[src/pcip_pkg.sv]
// constants, types and command decoding for the pci initiator/target port
// Contract
// - claim a cycle with device select for dram range hits or own config cycles
// - as initiator, drive framing low to mark start and duration of access
// - drive initiator-ready as initiator, sample it as target
// - sample target-ready as initiator, drive it as target
// - support exclusive lock across transactions, non-locked transactions still proceed
// - a grant alone does not win the lock; lock must be free too
// - command on command/byte-enable lines in address phase, decoded there
// - in data phases the same lines carry active-low byte enables
// - code all-ones is memory write and invalidate, both ways
// - address driven with framing, data in the following cycles
// - even parity over address/data and command/byte-enable lines when driven
package pcip_pkg;

    localparam logic [3:0] CMD_INT_ACK     = 4'h0;
    localparam logic [3:0] CMD_SPECIAL     = 4'h1;
    localparam logic [3:0] CMD_IO_RD       = 4'h2;
    localparam logic [3:0] CMD_IO_WR       = 4'h3;
    localparam logic [3:0] CMD_MEM_RD      = 4'h6;
    localparam logic [3:0] CMD_MEM_WR      = 4'h7;
    localparam logic [3:0] CMD_CFG_RD      = 4'hA;
    localparam logic [3:0] CMD_CFG_WR      = 4'hB;
    localparam logic [3:0] CMD_MEM_RD_MUL  = 4'hC;
    localparam logic [3:0] CMD_DUAL_ADDR   = 4'hD;
    localparam logic [3:0] CMD_MEM_RD_LINE = 4'hE;
    localparam logic [3:0] CMD_MEM_WR_INV  = 4'hF;

    localparam logic        PIN_IDLE   = 1'b1;
    localparam logic [3:0]  CBE_RST    = 4'hF;
    localparam logic [31:0] AD_RST     = 32'h0000_0000;
    localparam logic [31:0] ADDR_STEP  = 32'h0000_0004;
    localparam logic [1:0]  CFG_TYPE0  = 2'h0;
    localparam logic [2:0]  ABORT_CYC  = 3'h5;
    localparam logic [2:0]  CNT_RST    = 3'h0;

    typedef enum logic [1:0] {I_IDLE, I_ADDR, I_DATA, I_TURN} pcip_ini_st_t;
    typedef enum logic [1:0] {T_IDLE, T_DEVSEL, T_DATA, T_TURN} pcip_tgt_st_t;

    function automatic logic cmd_is_reserved(input logic [3:0] c);
        return (c == 4'h4) || (c == 4'h5) || (c == 4'h8) || (c == 4'h9);
    endfunction

    function automatic logic cmd_is_mem(input logic [3:0] c);
        return (c == CMD_MEM_RD) || (c == CMD_MEM_WR) || (c == CMD_MEM_RD_MUL)
            || (c == CMD_MEM_RD_LINE) || (c == CMD_MEM_WR_INV);
    endfunction

    function automatic logic cmd_is_cfg(input logic [3:0] c);
        return (c == CMD_CFG_RD) || (c == CMD_CFG_WR);
    endfunction

    // every write-type code is odd, reads are even
    function automatic logic cmd_is_write(input logic [3:0] c);
        return c[0];
    endfunction

endpackage

[src/pcip_port.sv]
// pci initiator and target signalling for the bridge
`timescale 1ns/10ps
module pcip_port (
    // clock and reset
    input  wire logic        clk_sys,
    input  wire logic        sys_rst,
    // multiplexed address/data and command/byte enables
    input  wire logic [31:0] ad_in,
    output logic [31:0]      ad_out_q,
    output logic             ad_oe_q,
    input  wire logic [3:0]  cbe_n_in,
    output logic [3:0]       cbe_n_out_q,
    output logic             cbe_n_oe_q,
    // framing and handshakes
    input  wire logic        frame_n_in,
    output logic             frame_n_out_q,
    output logic             frame_n_oe_q,
    input  wire logic        irdy_n_in,
    output logic             irdy_n_out_q,
    output logic             irdy_n_oe_q,
    input  wire logic        trdy_n_in,
    output logic             trdy_n_out_q,
    output logic             trdy_n_oe_q,
    input  wire logic        devsel_n_in,
    output logic             devsel_n_out_q,
    output logic             devsel_n_oe_q,
    input  wire logic        bus_lock_n_in,
    output logic             bus_lock_n_out_q,
    output logic             bus_lock_n_oe_q,
    output logic             par_out_q,
    output logic             par_oe_q,
    // grant and config select
    input  wire logic        gnt_n,
    input  wire logic        idsel,
    // initiator user side
    input  wire logic        ini_req,
    input  wire logic [3:0]  ini_cmd,
    input  wire logic [31:0] ini_addr,
    input  wire logic [31:0] ini_wdata,
    input  wire logic [3:0]  ini_be_n,
    input  wire logic        ini_lock,
    output logic             ini_busy_q,
    output logic             ini_done_q,
    output logic             ini_abort_q,
    output logic [31:0]      ini_rdata_q,
    output logic             ini_lock_own_q,
    // target user side
    input  wire logic [31:0] dram_base,
    input  wire logic [31:0] dram_limit,
    input  wire logic [31:0] tgt_rdata,
    output logic             tgt_wr_q,
    output logic             tgt_rd_q,
    output logic             tgt_cfg_q,
    output logic [31:0]      tgt_addr_q,
    output logic [31:0]      tgt_wdata_q,
    output logic [3:0]       tgt_be_n_q
);
    pcip_pkg::pcip_ini_st_t ini_st_q, ini_st_d;
    pcip_pkg::pcip_tgt_st_t tgt_st_q, tgt_st_d;
    logic [3:0]  ini_cmd_q, ini_cmd_d, ini_be_n_q, ini_be_n_d, tgt_cmd_q, tgt_cmd_d;
    logic [31:0] ini_wdata_q, ini_wdata_d, ini_rdata_d, ad_out_d, tgt_addr_d, tgt_wdata_d;
    logic [3:0]  cbe_n_out_d, tgt_be_n_d;
    logic [2:0]  abort_cnt_q, abort_cnt_d;
    logic        ini_lock_q, ini_lock_d, frame_prev_q, frame_prev_d;
    logic        ad_oe_d, cbe_n_oe_d, frame_n_out_d, frame_n_oe_d, irdy_n_out_d, irdy_n_oe_d;
    logic        trdy_n_out_d, trdy_n_oe_d, devsel_n_out_d, devsel_n_oe_d;
    logic        bus_lock_n_out_d, bus_lock_n_oe_d, ini_lock_own_d;
    logic        ini_busy_d, ini_done_d, ini_abort_d, tgt_wr_d, tgt_rd_d, tgt_cfg_d;
    logic        addr_phase, tgt_hit, lock_free, tgt_write;
    logic [3:0]  par_cbe;

    // a new address phase is the first cycle of framing low
    assign addr_phase = !frame_n_in && frame_prev_q && (ini_st_q == pcip_pkg::I_IDLE);
    assign lock_free  = bus_lock_n_in || ini_lock_own_q;
    assign tgt_write  = pcip_pkg::cmd_is_write(tgt_cmd_q);
    assign tgt_hit    = !pcip_pkg::cmd_is_reserved(cbe_n_in)
        && ((pcip_pkg::cmd_is_mem(cbe_n_in) && (ad_in >= dram_base) && (ad_in <= dram_limit))
        || (pcip_pkg::cmd_is_cfg(cbe_n_in) && idsel && (ad_in[1:0] == pcip_pkg::CFG_TYPE0)));
    // on target reads the initiator owns the byte enables
    assign par_cbe = cbe_n_oe_q ? cbe_n_out_q : cbe_n_in;

    always_comb begin
        ini_st_d = ini_st_q; tgt_st_d = tgt_st_q;
        ini_cmd_d = ini_cmd_q; ini_be_n_d = ini_be_n_q; ini_wdata_d = ini_wdata_q;
        ini_lock_d = ini_lock_q; ini_rdata_d = ini_rdata_q; abort_cnt_d = abort_cnt_q;
        tgt_cmd_d = tgt_cmd_q; tgt_addr_d = tgt_addr_q; tgt_wdata_d = tgt_wdata_q;
        tgt_be_n_d = tgt_be_n_q; tgt_cfg_d = tgt_cfg_q;
        frame_prev_d = frame_n_in;
        ad_out_d = ad_out_q; ad_oe_d = 1'b0;
        cbe_n_out_d = cbe_n_out_q; cbe_n_oe_d = cbe_n_oe_q;
        frame_n_out_d = frame_n_out_q; frame_n_oe_d = frame_n_oe_q;
        irdy_n_out_d = irdy_n_out_q; irdy_n_oe_d = irdy_n_oe_q;
        trdy_n_out_d = trdy_n_out_q; trdy_n_oe_d = trdy_n_oe_q;
        devsel_n_out_d = devsel_n_out_q; devsel_n_oe_d = devsel_n_oe_q;
        bus_lock_n_out_d = bus_lock_n_out_q; bus_lock_n_oe_d = bus_lock_n_oe_q;
        ini_lock_own_d = ini_lock_own_q; ini_busy_d = ini_busy_q;
        ini_done_d = 1'b0; ini_abort_d = 1'b0; tgt_wr_d = 1'b0; tgt_rd_d = 1'b0;

        case (ini_st_q)
            pcip_pkg::I_IDLE: begin
                // drive lock high on release, then float it on the next clock spent in idle
                if (ini_lock_own_q && !ini_lock) begin
                    bus_lock_n_out_d = pcip_pkg::PIN_IDLE;
                    ini_lock_own_d   = 1'b0;
                end else if (!ini_lock_own_q) begin
                    bus_lock_n_oe_d = 1'b0;
                end
                // on a locked request the grant only starts us if the lock is also ours to take
                if (ini_req && !gnt_n && frame_n_in && irdy_n_in && (tgt_st_q == pcip_pkg::T_IDLE)
                        && (!ini_lock || lock_free)) begin
                    ini_st_d      = pcip_pkg::I_ADDR;
                    ini_cmd_d     = ini_cmd;
                    ini_be_n_d    = ini_be_n;
                    ini_wdata_d   = ini_wdata;
                    ini_lock_d    = ini_lock;
                    ini_busy_d    = 1'b1;
                    frame_n_out_d = 1'b0;
                    frame_n_oe_d  = 1'b1;
                    ad_out_d      = ini_addr;
                    ad_oe_d       = 1'b1;
                    cbe_n_out_d   = ini_cmd;
                    cbe_n_oe_d    = 1'b1;
                end
            end
            pcip_pkg::I_ADDR: begin
                // single data phase: framing goes high with initiator-ready low
                ini_st_d      = pcip_pkg::I_DATA;
                frame_n_out_d = pcip_pkg::PIN_IDLE;
                irdy_n_out_d  = 1'b0;
                irdy_n_oe_d   = 1'b1;
                cbe_n_out_d   = ini_be_n_q;
                ad_out_d      = ini_wdata_q;
                ad_oe_d       = pcip_pkg::cmd_is_write(ini_cmd_q);
                abort_cnt_d   = pcip_pkg::CNT_RST;
                if (ini_lock_q) begin
                    bus_lock_n_out_d = 1'b0;
                    bus_lock_n_oe_d  = 1'b1;
                    ini_lock_own_d   = 1'b1;
                end
            end
            pcip_pkg::I_DATA: begin
                ad_oe_d = pcip_pkg::cmd_is_write(ini_cmd_q);
                if (!trdy_n_in) begin
                    ini_st_d    = pcip_pkg::I_TURN;
                    ini_rdata_d = ad_in;
                    ini_done_d  = 1'b1;
                end else if (devsel_n_in && (abort_cnt_q == pcip_pkg::ABORT_CYC)) begin
                    // nobody claimed the cycle: master abort
                    ini_st_d    = pcip_pkg::I_TURN;
                    ini_done_d  = 1'b1;
                    ini_abort_d = 1'b1;
                end else if (devsel_n_in) begin
                    abort_cnt_d = 3'(abort_cnt_q + 3'h1);
                end
                if (ini_st_d == pcip_pkg::I_TURN) begin
                    ad_oe_d      = 1'b0;
                    irdy_n_out_d = pcip_pkg::PIN_IDLE;
                    frame_n_oe_d = 1'b0;
                    cbe_n_oe_d   = 1'b0;
                end
            end
            pcip_pkg::I_TURN: begin
                ini_st_d    = pcip_pkg::I_IDLE;
                irdy_n_oe_d = 1'b0;
                ini_busy_d  = 1'b0;
            end
            default: ini_st_d = pcip_pkg::I_IDLE;
        endcase

        case (tgt_st_q)
            pcip_pkg::T_IDLE: begin
                if (addr_phase && tgt_hit) begin
                    tgt_st_d       = pcip_pkg::T_DEVSEL;
                    tgt_cmd_d      = cbe_n_in;
                    tgt_cfg_d      = pcip_pkg::cmd_is_cfg(cbe_n_in);
                    tgt_addr_d     = {ad_in[31:2], 2'b00};
                    devsel_n_out_d = 1'b0;
                    devsel_n_oe_d  = 1'b1;
                    trdy_n_out_d   = pcip_pkg::PIN_IDLE;
                    trdy_n_oe_d    = 1'b1;
                end
            end
            pcip_pkg::T_DEVSEL: begin
                // one wait clock: bus turnaround or next read word fetch
                tgt_st_d     = pcip_pkg::T_DATA;
                trdy_n_out_d = 1'b0;
                ad_out_d     = tgt_rdata;
                ad_oe_d      = !tgt_write;
                if (tgt_wr_q) begin
                    tgt_addr_d = tgt_addr_q + pcip_pkg::ADDR_STEP;
                end
            end
            pcip_pkg::T_DATA: begin
                ad_oe_d = !tgt_write;
                if (!irdy_n_in) begin
                    if (tgt_write) begin
                        tgt_wdata_d = ad_in;
                        tgt_be_n_d  = cbe_n_in;
                        tgt_wr_d    = 1'b1;
                    end else begin
                        tgt_rd_d = 1'b1;
                    end
                    if (!frame_n_in) begin
                        tgt_st_d     = pcip_pkg::T_DEVSEL;
                        trdy_n_out_d = pcip_pkg::PIN_IDLE;
                        if (!tgt_write) begin
                            tgt_addr_d = tgt_addr_q + pcip_pkg::ADDR_STEP;
                        end
                    end else begin
                        tgt_st_d       = pcip_pkg::T_TURN;
                        trdy_n_out_d   = pcip_pkg::PIN_IDLE;
                        devsel_n_out_d = pcip_pkg::PIN_IDLE;
                        ad_oe_d        = 1'b0;
                    end
                end
            end
            pcip_pkg::T_TURN: begin
                tgt_st_d      = pcip_pkg::T_IDLE;
                trdy_n_oe_d   = 1'b0;
                devsel_n_oe_d = 1'b0;
            end
            default: tgt_st_d = pcip_pkg::T_IDLE;
        endcase
    end

    always_ff @(posedge clk_sys or posedge sys_rst) begin
        if (sys_rst) begin
            ini_st_q <= pcip_pkg::I_IDLE;     tgt_st_q <= pcip_pkg::T_IDLE;
            ini_cmd_q <= pcip_pkg::CBE_RST;   ini_be_n_q <= pcip_pkg::CBE_RST;
            ini_wdata_q <= pcip_pkg::AD_RST;  ini_rdata_q <= pcip_pkg::AD_RST;
            ini_lock_q <= 1'b0;               abort_cnt_q <= pcip_pkg::CNT_RST;
            tgt_cmd_q <= pcip_pkg::CBE_RST;   tgt_addr_q <= pcip_pkg::AD_RST;
            tgt_wdata_q <= pcip_pkg::AD_RST;  tgt_be_n_q <= pcip_pkg::CBE_RST;
            tgt_cfg_q <= 1'b0;                frame_prev_q <= pcip_pkg::PIN_IDLE;
            ad_out_q <= pcip_pkg::AD_RST;     ad_oe_q <= 1'b0;
            cbe_n_out_q <= pcip_pkg::CBE_RST; cbe_n_oe_q <= 1'b0;
            frame_n_out_q <= pcip_pkg::PIN_IDLE;    frame_n_oe_q <= 1'b0;
            irdy_n_out_q <= pcip_pkg::PIN_IDLE;     irdy_n_oe_q <= 1'b0;
            trdy_n_out_q <= pcip_pkg::PIN_IDLE;     trdy_n_oe_q <= 1'b0;
            devsel_n_out_q <= pcip_pkg::PIN_IDLE;   devsel_n_oe_q <= 1'b0;
            bus_lock_n_out_q <= pcip_pkg::PIN_IDLE; bus_lock_n_oe_q <= 1'b0;
            ini_lock_own_q <= 1'b0;           ini_busy_q <= 1'b0;
            ini_done_q <= 1'b0;               ini_abort_q <= 1'b0;
            tgt_wr_q <= 1'b0;                 tgt_rd_q <= 1'b0;
        end else begin
            ini_st_q <= ini_st_d;             tgt_st_q <= tgt_st_d;
            ini_cmd_q <= ini_cmd_d;           ini_be_n_q <= ini_be_n_d;
            ini_wdata_q <= ini_wdata_d;       ini_rdata_q <= ini_rdata_d;
            ini_lock_q <= ini_lock_d;         abort_cnt_q <= abort_cnt_d;
            tgt_cmd_q <= tgt_cmd_d;           tgt_addr_q <= tgt_addr_d;
            tgt_wdata_q <= tgt_wdata_d;       tgt_be_n_q <= tgt_be_n_d;
            tgt_cfg_q <= tgt_cfg_d;           frame_prev_q <= frame_prev_d;
            ad_out_q <= ad_out_d;             ad_oe_q <= ad_oe_d;
            cbe_n_out_q <= cbe_n_out_d;       cbe_n_oe_q <= cbe_n_oe_d;
            frame_n_out_q <= frame_n_out_d;   frame_n_oe_q <= frame_n_oe_d;
            irdy_n_out_q <= irdy_n_out_d;     irdy_n_oe_q <= irdy_n_oe_d;
            trdy_n_out_q <= trdy_n_out_d;     trdy_n_oe_q <= trdy_n_oe_d;
            devsel_n_out_q <= devsel_n_out_d; devsel_n_oe_q <= devsel_n_oe_d;
            bus_lock_n_out_q <= bus_lock_n_out_d; bus_lock_n_oe_q <= bus_lock_n_oe_d;
            ini_lock_own_q <= ini_lock_own_d; ini_busy_q <= ini_busy_d;
            ini_done_q <= ini_done_d;         ini_abort_q <= ini_abort_d;
            tgt_wr_q <= tgt_wr_d;             tgt_rd_q <= tgt_rd_d;
        end
    end

    pcip_par_gen u_par (
        .clk_sys   (clk_sys),
        .sys_rst   (sys_rst),
        .ad        (ad_out_q),
        .cbe_n     (par_cbe),
        .drive     (ad_oe_q),
        .par_out_q (par_out_q),
        .par_oe_q  (par_oe_q)
    );

    a_devsel_on_hit:
    assert property (@(posedge clk_sys) disable iff (sys_rst)
        (tgt_st_q == pcip_pkg::T_IDLE && addr_phase && tgt_hit)
        |=> (!devsel_n_out_q && devsel_n_oe_q) [*2])
    else $error("hit not claimed with device select");

    a_reserved_ignored:
    assert property (@(posedge clk_sys) disable iff (sys_rst)
        (tgt_st_q == pcip_pkg::T_IDLE && addr_phase && pcip_pkg::cmd_is_reserved(cbe_n_in))
        |=> (tgt_st_q == pcip_pkg::T_IDLE && !devsel_n_oe_q))
    else $error("reserved command was claimed");

    a_frame_addr:
    assert property (@(posedge clk_sys) disable iff (sys_rst)
        (ini_st_q == pcip_pkg::I_ADDR) |-> (!frame_n_out_q && frame_n_oe_q && ad_oe_q
        && ad_out_q == $past(ini_addr) && cbe_n_out_q == ini_cmd_q))
    else $error("address phase not framed with address and command");

    a_irdy_roles:
    assert property (@(posedge clk_sys) disable iff (sys_rst)
        (ini_st_q == pcip_pkg::I_DATA) |-> (irdy_n_oe_q && !irdy_n_out_q && !trdy_n_oe_q))
    else $error("initiator-ready wrong while initiator");

    a_trdy_complete:
    assert property (@(posedge clk_sys) disable iff (sys_rst)
        (ini_st_q == pcip_pkg::I_DATA && !trdy_n_in)
        |=> (ini_done_q && !ini_abort_q && ini_rdata_q == $past(ad_in)) ##1 !ini_busy_q)
    else $error("target-ready did not complete data phase");

    a_byte_enables:
    assert property (@(posedge clk_sys) disable iff (sys_rst)
        $rose(ini_busy_q) |=> (cbe_n_oe_q && cbe_n_out_q == ini_be_n_q && !irdy_n_out_q))
    else $error("byte enables not shown in data phase");

    a_lock_gated:
    assert property (@(posedge clk_sys) disable iff (sys_rst)
        (ini_st_q == pcip_pkg::I_IDLE && ini_req && !gnt_n && ini_lock
        && !bus_lock_n_in && !ini_lock_own_q) |=> (ini_st_q == pcip_pkg::I_IDLE))
    else $error("lock taken on grant alone");

    a_lock_held:
    assert property (@(posedge clk_sys) disable iff (sys_rst)
        (ini_lock_own_q && ini_lock)
        |=> (ini_lock_own_q && bus_lock_n_oe_q && !bus_lock_n_out_q))
    else $error("held lock dropped early");

    a_mwi_decode:
    assert property (@(posedge clk_sys) disable iff (sys_rst)
        (tgt_st_q == pcip_pkg::T_IDLE && addr_phase && tgt_hit
        && cbe_n_in == pcip_pkg::CMD_MEM_WR_INV)
        |=> (tgt_cmd_q == pcip_pkg::CMD_MEM_WR_INV && tgt_write && !tgt_cfg_q))
    else $error("memory write and invalidate misdecoded");

endmodule

[src/pcip_par_gen.sv]
// registered even parity for the address/data and command/byte-enable lines
`timescale 1ns/10ps
module pcip_par_gen (
    // clock and reset
    input  wire logic        clk_sys,
    input  wire logic        sys_rst,
    // lines of the previous cycle
    input  wire logic [31:0] ad,
    input  wire logic [3:0]  cbe_n,
    input  wire logic        drive,
    // parity pin
    output logic             par_out_q,
    output logic             par_oe_q
);
    logic par_d;
    logic par_oe_d;

    // parity trails its data by one clock
    always_comb begin
        par_d    = ^{ad, cbe_n};
        par_oe_d = drive;
    end

    always_ff @(posedge clk_sys or posedge sys_rst) begin
        if (sys_rst) begin
            par_out_q <= 1'b0;
            par_oe_q  <= 1'b0;
        end else begin
            par_out_q <= par_d;
            par_oe_q  <= par_oe_d;
        end
    end

    a_parity_even:
    assert property (@(posedge clk_sys) disable iff (sys_rst)
        drive |=> (par_oe_q && ((par_out_q ^ (^{$past(ad), $past(cbe_n)})) == 1'b0)))
    else $error("parity not even over previous lines");

endmodule

[config.mk]
export PLATFORM = sky130hd
export DESIGN_NAME = pcip_port
export DESIGN_NICKNAME = d
export VERILOG_FILES = /design/src/pcip_pkg.sv /design/src/pcip_port.sv /design/src/pcip_par_gen.sv
export SDC_FILE = /design/constraint.sdc
export NUM_CORES = 1
export LEC_CHECK = 0
export BUFFER_PORTS_ARGS = -buffer_cell sky130_fd_sc_hd__buf_4
export CORE_ASPECT_RATIO = 0.5
export CORE_MARGIN = 3
export CORE_UTILIZATION = 35
export DETAILED_ROUTE_END_ITERATION = 7
export GPL_TIMING_DRIVEN = 0
export PLACE_DENSITY = 0.71
export SYNTH_ARGS = -nofsm -noshare
export SYNTH_HDL_FRONTEND = slang
export SYNTH_HIERARCHICAL = 1
export SYNTH_SLANG_ARGS = --single-unit
[constraint.sdc]
create_clock -name clk_sys -period 12.64 [get_ports clk_sys]
set_clock_uncertainty 0.1 [all_clocks]
set_input_delay 0.632 -clock clk_sys [delete_from_list [all_inputs] [get_ports clk_sys]]
set_output_delay 0.632 -clock clk_sys [all_outputs]
set_load 0.01 [all_outputs]
[Word-level counts from Yosys, hierarchy flattened]
Cells that the tools add are included.
Word-level totals
  word-level logic and storage cells: 204
  output and inout bits: 157
  register bits after elaboration: 202
Operators by class
  bitwise gates (word level): 2
  add/subtract/negate cells: 2
  order comparisons: 2
  reduce and logical (&&, ||, !) cells: 61
  mux-type cells: 68
  equality and inequality tests: 35
Operator list (count)
  $mux 32: 7
  $pmux 32 s3: 1
  $pmux 32 s2: 1
  $reduce_xor 36->1: 1
  $add 32x3->32 const B: 1
  $ge 32x32->1: 1
  $le 32x32->1: 1
  $mux 1: 30
  $eq 4x4->1 const B: 7
  $ne 2x2->1 const B: 12
  $pmux 1 s2: 11
  $reduce_and 2->1: 9
  $eq 4x3->1 const B: 4
  $pmux 2 s4: 2
  $logic_and 1x1->1: 15
  $mux 2: 7
  $reduce_bool 2->1: 7
  $reduce_and 3->1: 4
  $reduce_and 4->1: 3
  $logic_or 1x1->1: 11
  $eq 2x2->1 const B: 5
  $mux 3: 3
  $mux 4: 2
  $pmux 4 s2: 1
  other kinds (12): 24

[Longest topological paths before layout]
Gate-level depths: netlist of the first run.
  depth in word-level cells: 12
  gate-level depth with buffers: 12

[By module]
Netlist of the first run, hierarchy kept.
By module, submodules not included
  pcip_port: area an instance 10905.5 µm², times used 1, sequential area each 4979.8 µm², cells an instance 1145
  pcip_par_gen: area an instance 365.4 µm², times used 1, sequential area each 50.0 µm², cells an instance 37

[Worst setup path after synthesis of the first run]
Ideal clock, no wire load.
  path type: input to register
  start point: input dram_limit[29]
  end point: register tgt_addr_q[22]
  stages on the path: 11
  data arrival time: 2837 ps
  setup slack: 9582 ps
  library setup time: 120 ps
  data required time: 12420 ps
  cells stage by stage: inv_1 ha_1 nand4_1 or4_1 o31ai_1 a31o_2 o221a_4 a21boi_4 or2_1 buf_6 o211a_1
On the way
  longest elaborated chain between the ends: 7
RTL lines
  start, declared: line pcip_port.sv:49  | input wire logic [31:0] dram_limit,
  $le 32x32->1: line pcip_port.sv:77  | && ((pcip_pkg::cmd_is_mem(cbe_n_in) && (ad_in >= dram_base) && (ad_in <= dram_limit))
  $logic_and 1x1->1: line pcip_port.sv:77
  $logic_or 1x1->1: line pcip_port.sv:78  | || (pcip_pkg::cmd_is_cfg(cbe_n_in) && idsel && (ad_in[1:0] == pcip_pkg::CFG_TYPE0)));
  $logic_and 1x1->1: line pcip_port.sv:77
  $logic_and 1x1->1: line pcip_port.sv:172  | if (addr_phase && tgt_hit) begin
  $ne 2x1->1 (no source line)
  $reduce_and 6->1 (no source line)
  end signal, assigned: line pcip_port.sv:232  | tgt_cmd_q <= pcip_pkg::CBE_RST; tgt_addr_q <= pcip_pkg::AD_RST;
  end signal, assigned: line pcip_port.sv:250  | tgt_cmd_q <= tgt_cmd_d; tgt_addr_q <= tgt_addr_d;
  end, declared: line pcip_port.sv:54  | output logic [31:0] tgt_addr_q,
Every way passes these cells.
A chain may end at the register's enable or synchronous reset.

[Worst setup path in the final report of the first run]
  start point: input ad_in[14]
  end point: register tgt_addr_q[4]
On the way
  longest elaborated chain between the ends: 8
RTL lines
  start, declared: line pcip_port.sv:8  | input wire logic [31:0] ad_in,
  $ge 32x32->1: line pcip_port.sv:77
  $logic_and 1x1->1: line pcip_port.sv:77
  $logic_and 1x1->1 (*): line pcip_port.sv:77
  $logic_or 1x1->1 (*): line pcip_port.sv:78
  $logic_and 1x1->1 (*): line pcip_port.sv:77
  $logic_and 1x1->1 (*): line pcip_port.sv:172
  $ne 2x1->1 (no source line) (*)
  $reduce_and 6->1 (no source line) (*)
Mark *: on every way between the ends. The rest lies on a longest branch, timed or not.

==> results.md, run 1 <==
- PostCTS Resize Cnt: 0
- Crit path DAT: about 3.5 ns
- FMAX: ~0.30 GHz
- Final Setup Violations: 0
- Post-synth top area cell: dfrtp_1
- Worst setup margin: around 9.3 ns
- Layout area overhead: 35.4%
- Unrepaired setup endpoints after global routing: no
- Die ar.: 34500 um^2
- Clk root buf: clkbuf_16
- Vias post-DR: a little over 10000
- Crit Path Max Fanout: 10
- Post-synth EDFFs: 0
- DRC Markers: 0
- Worst-Margin Slew: 0.843 ns
- Commonest register cell after synthesis: dfrtp_1
- Max clock buf depth: 2
- Critical Path, Cell by Cell: buf_4, ha_1, nand4_1, nor3_1, or4b_1, a31oi_1, o221a_4, a21boi_4, nor2_4, buf_2, a2bb2oi_1
- Relative slew slack: 43.8%
- Wirelength per Cell: approximately 19 um
- Core area: 31000 um^2
- Bufs and invs on worst path: 2
- Min-delay worst type: input port to register
- Worst-skew pair later-pin latency: approximately 0.46 ns
- Pre-CTS setup slack: roughly 9 ns
- Die W: 260 um
- Slowest cell on crit path: or4b_1
- Fin crit share: between 20% and 30%
- Placed cell count: ~2000
- ANT nets after route: 0
- Commonest cells in the synthesized netlist: 198 x nand2_1, 180 x dfrtp_1, 82 x a21oi_1, 82 x inv_1, 77 x o21ai_0
- Seq cells post-synth: 200
- Async SR Flop Fraction: between 90% and 100%
- Worst vdd ir: roughly 190 uV
- Cells after Synth: between 1000 and 1500
- CP endpoint kind: register
- Largest net degree at the start of global routing: between 100 and 150
- Global route overflow: 0
- Fin crit period: ~3.3 ns
- CTS tree: yes
- Total routed wirelength: roughly 38000 um
- Most frequent cell after synthesis: nand2_1
- Vias/cell: roughly 5.0
- Die Y: about 130 um
- Sum Neg Setup Slack: 0 ns
- DRT iter0 DRCs: ~650
- Row cnt: 45
- Max_cap viols: 0
- CP peak stage delay: just under 0.5 ns
- Grt met3 use: between 4 and 5%
- Final Max Tran Viols: 0
- Global-route wire length before repair: around 60000 um
- CP Launch Type: input port
- Io pins: 372
- Met2 Usage GRT: 37.7%
- DRT Pass-1 Iters: 5
- Unique masters post-synth: 69
- Ys Warns: 6
- Port Buffers: approximately 370
- Num Clock Sinks: 200
- Post-CTS setup buffers: 0
- Kind of critical path: input port to register
- Total CTS buffers: 17
- H-Tree Depth: 4
- Gr busiest metal: met2
- Hold_buf cts: 1
- Clk pin slew, worst setup/hold paths: approximately 0.070 ns
- Layout cell share with drive strength beyond 1: ~33%
- Pwr Density: ~250 nW/um^2
- Final net count: ~1900
- CP required: roughly 13 ns
- Final Hold Fails: 0
- Met1 Track Usage GR: between 20 and 30%
- Fin cells: around 2000
- Gr usage total: ~22%
- Final GP Congestion: about 0.87
- Vias in the first global route: around 10000
- Leak: approximately 7.5 nW
- DPL Wire Length: around 29000 um
- Top-area cell type share of the netlist area: 40.0%
- Avg Inst Size Synth: about 9.5 um^2
- Synth Cell Area: roughly 11000 um^2
- Starting density of the core: between 30% and 40%
- Sequential element share of the synthesized area: between 40% and 50%
- Top Family by Delay on Critical Path: simple AND/OR/NAND/NOR gates
- Initial antenna violation count: 1
- Top cells by area, synth: dfrtp_1 40%, ha_1 8.4%, mux2_2 7.5%, nand2_1 6.6%, dfstp_2 4.7%
- Run status: complete, no violations
## cell families after synthesis
logic type               share of synthesized area (%)
AO/OA/AOI/OAI                                     13.7
multiplexers                                      10.9
AND/OR/NAND/NOR                                   14.2
buffers and inverters                             5.17
adder cells (fa/ha/maj)                           8.44
flip-flops                                        44.6
other                                           0.0333
XOR/XNOR                                          2.92
## per-stage QoR
step | instance area [um^2] | utilization (%) | power [mW] | hold WS (ns)
floorplan | 11300 | - | 2.31 | 0.273
global placement | 14600 | 47.0 | 3.12 | 0.322
detailed placement | 14600 | 47.1 | 3.16 | 0.309
CTS | 15300 | 49.2 | 3.78 | 0.189
global route | 15300 | 49.2 | 4.00 | 0.187
finish | 15300 | 49.2 | 3.76 | 0.219
## report_power, final
part / switching, mW / internal, mW / total [mW]
clock: 0.265 / 0.349 / 0.614
sequential: 0.220 / 0.930 / 1.15
combinational: 1.07 / 0.923 / 1.99
## worst paths after layout
| check | startpoint | to | slack, ns | cells past startpoint |
|---|---|---|---|---|
| worst max-delay path | ad_in[14] | tgt_addr_q[4] | 9.35 | 11 |
| worst min-delay path | frame_n_in | frame_prev_q | 0.22 | 1 |
| worst max register to register | tgt_st_q[0] | ad_out_q[0] | 9.78 | 11 |
| worst min register to register | ad_oe_q | u_par/par_oe_q | 0.34 | 0 |
| max in group asynchronous | sys_rst | tgt_addr_q[7] | 10.69 | 4 |
| min in group asynchronous | sys_rst | u_par/par_out_q | 0.53 | 3 |
## layer usage
metal | up-vias | share of wire (%)
met4 | 0 | 3.0
met5 | - | 0
met3 | 58 | 4.9
met2 | 278 | 51
met1 | 4899 | 42
li1 | 4889 | -
## state kept, by name, indices dropped and copies added (netlist names), 2 cells and up
signal       count
tgt_st_q         2
cbe_n_out_q      4
ini_be_n_q       4
tgt_be_n_q       4
ini_st_q         2
abort_cnt_q      3
ini_wdata_q     32
tgt_addr_q      30
ini_rdata_q     32
ad_out_q        32
tgt_wdata_q     32
## cells in the final DEF (no fill, tap or decap), types with 5 or more instances in the layout
cell       count
buf_4        373
nand2_1      198
dfrtp_1      180
a21oi_1       82
inv_1         81
o21ai_0       77
ha_1          76
mux2_2        75
nor2_1        60
clkbuf_1      42
mux2i_1       38
xnor2_1       31
nand3_1       24
dfstp_2       20
nor3_1        19
a2bb2oi_1     19
nand4_1       17
clkbuf_16     17
a211oi_1      14
o31ai_1       11
o22ai_1       10
buf_1          9
nand2b_1       7
o21ai_1        6
a31oi_1        5
## area by class of cell
cell class,instances,area [um^2]
repair buffers,371,2810
well taps,423,529
plain buffers,60,268
clock buffers,22,474
clock inverters,10,165
flip-flops and latches,200,5030
diodes,1,2.50
multi-input cells,839,5660
fillers,2904,15800
inverters,84,323
Note: power is estimated with default switching activity, not from simulation.
==> run 2: changes to the inputs <==
- clock period: 12.64 -> 3.07 ns (I/O delays scaled with it)
==> run 2 against run 1 <==
Against the previous run:
- the flow now finishes with violations (negative setup slack)
- final cell count increased by 6.6%
- clock power increased to 4.1 times the previous value
- count of clock-buffer cells in the layout increased by 3
- sequential share of layout area decreased by 2.8 points
- setup slack got worse by 9.4 ns
- via count increased by 9.0%
- highest routed layer unchanged
- largest power group unchanged
- first-iteration DRC count increased by 25%
- power increased to 4.1 times the previous value
- die area unchanged
- worst hold slack got worse by 0.19 ns
==> results.md, run 2 (synthesis results as in run 1) <==
- Run status: finished, violations left
- Failing checks: negative setup slack
- Total routed wirelength: 41000 um (+7.7%)
- Vias/cell: 5.15 (+2.3%)
- Worst-Margin Slew: 0.889 ns (+0.0459 ns)
- Filler Cells Inserted: 2740 (-5.6%)
- Die Y: 133 um (unchanged)
- Setup crit end: tgt_addr_q[8]
- Fin crit share: 101%
- Wirelength per Cell: 19.2 um (+1.1%)
- CP Launch Type: input port
- Footprint of the multi-input gates: 5690 um^2 (+0.44%)
- Vias post-DR: 11000 (+9.0%)
- Gr usage total: 23.5% (+1.6 points)
- Reg-to-reg endpoint: ad_out_q[25]
- R2R depth: 11 (unchanged)
- Max clock buf depth: 2 (unchanged)
- Num Clock Sinks: 200 (unchanged)
- Die W: 260 um (unchanged)
- Starting density of the core: 36.3% (unchanged)
- Crit path DAT: 3.31 ns (-0.21 ns)
- Layout area overhead: 47.8%
- H-Tree Depth: 4 (unchanged)
- Total CTS buffers: 17 (unchanged)
- ANT nets after route: 0 (unchanged)
- Final Setup Violations: 10 (+10)
- Register area: 5030 um^2 (unchanged)
- Top Family by Delay on Critical Path: buffers and inverters
- Relative slew slack: 40.7% (-3.1 points)
- Crit path launch: ad_in[19]
- WP depth: 11 (unchanged)
- Port Buffers: 369 (unchanged)
- CTS tree: yes
- Final Hold Fails: 0 (unchanged)
- Final Max Tran Viols: 0 (unchanged)
- Slowest cell on crit path: dlygate4sd3_1
- Core area: 31000 um^2 (unchanged)
- Final Core Density: 53.7% (+4.5 points)
- CP peak stage delay: 0.56 ns (+0.07 ns)
- DRT iter0 DRCs: 817 (+25%)
- DRT Pass-1 Iters: 5 (unchanged)
- Global route overflow: 0 (unchanged)
- Hold_ws: 0.0248 ns (-0.194 ns)
- Sum Neg Setup Slack: -0.0605 ns (-0.0605 ns)
- Final GP Congestion: 0.855 (-2.0%)
- Kind of critical path: input port to register
- Fin crit period: roughly 3.1 ns
- Die ar.: 34500 um^2 (unchanged)
- DPL Wire Length: 29800 um (+3.3%)
- Initial antenna violation count: 0 (-1)
- Global-route wire length before repair: 62900 um (+8.0%)
- FF-to-FF setup slack: 0.30 ns (-9.48 ns)
- Bufs and invs on worst path: 3 (+1)
- Vias in the first global route: 11100 (+9.3%)
- Crit Path Max Fanout: 10 (unchanged)
- Critical Path, Cell by Cell: dlygate4sd3_1, buf_4, ha_1, nand4_1, or4_1, a31oi_2, o221a_4, a21boi_4, nor2_4, buf_2, a2bb2oi_1
- Pwr Density: 934 nW/um^2 (+280%)
- Max_cap viols: 0 (unchanged)
- Worst setup margin: -0.0177 ns (-9.37 ns)
- Leak: 8.06 nW (+8.1%)
- Final net count: 1997 (+7.1%)
- Antenna diodes: 0 (-1)
- Row cnt: 45 (unchanged)
- Commonest cells after routing, fill and taps aside: 373 x buf_4, 198 x nand2_1, 180 x dfrtp_1
- Layout cell share with drive strength beyond 1: 31.2% (-1.4 points)
- Fin cells: 2142 (+6.6%)
- Clk pin slew, worst setup/hold paths: 0.08 ns (about the same)
- CP endpoint kind: register
- FF-to-FF Start: tgt_st_q[1]
- Most common cell after layout, fill and taps aside: buf_4
- Clk root buf: clkbuf_16
- Placed cell count: 1980 (+0.20%)
- Io pins: 372 (unchanged)
- FMAX: around 0.32 GHz
- Worst-skew pair later-pin latency: 0.45 ns (about the same)
- Largest net degree at the start of global routing: 40 (-68%)
- Min-delay worst type: input port to register
- Worst vdd ir: 581 uV (+210%)
- DRC Markers: 0 (unchanged)
- CP required: 3.30 ns (-9.57 ns)
-- run 2: what timing repair did --
item,CTS,global route
gates resized for setup,0,22
setup buffers,0,0
hold buffers,130,0
hold endpoints to repair,199,0
setup endpoints to repair,0,61
-- run 2: layout make-up --
cell class | count | area share [%]
plain buffers | 60 | 1.68
flip-flops and latches | 200 | 30.2
repair buffers | 504 | 25.0
inverters | 84 | 1.91
clock inverters | 7 | 0.330
well taps | 423 | 3.18
multi-input cells | 839 | 34.1
clock buffers | 25 | 3.55
-- run 2: layer usage --
| layer | routed length [um] | GRT usage [%] | vias up |
|---|---|---|---|
| met5 | 0 | 0 | - |
| met4 | 1690 | 10.8 | 0 |
| met3 | 2130 | 4.02 | 96 |
| met2 | 20700 | 40.9 | 397 |
| met1 | 16500 | 28.4 | 5399 |
| li1 | - | - | 5143 |
-- run 2: tightest hold or removal path: cells and delay by family --
kind / cells / cell delay (ns)
AND/OR/NAND/NOR: 1 / 0.08
buffers and inverters: 1 / 0.08
AO/OA/AOI/OAI: 2 / 0.17
multiplexers: 1 / 0.05
-- run 2: worst min-delay path by stage --
stage,slack (ns),startpoint,end,depth (start not counted)
floorplan,-0.21,sys_rst,u_par/par_oe_q,1
global placement,-0.06,sys_rst,u_par/par_oe_q,2
detailed placement,-0.06,sys_rst,u_par/par_oe_q,2
CTS,0.002,ini_addr[26],ad_out_q[26],5
global route,0.05,ad_in[22],tgt_addr_q[22],4
finish,0.02,ini_addr[30],ad_out_q[30],5
-- run 2: metrics by stage --
stage | area (um^2) | power, mW | setup WS [ns]
floorplan | 11300 | 9.52 | 0.272
global placement | 14600 | 12.7 | -1.22
detailed placement | 14700 | 12.9 | -0.152
CTS | 16600 | 15.6 | 0.00969
global route | 16700 | 16.5 | -0.0191
finish | 16700 | 15.6 | -0.0177
-- run 2: power by group --
part	internal (mW)	total [mW]	leakage, nW	switching (mW)
registers	3.82	4.74	2.48	0.918
logic	3.91	8.34	5.26	4.44
clock network	1.36	2.49	0.324	1.12
total	9.09	15.6	8.06	6.48
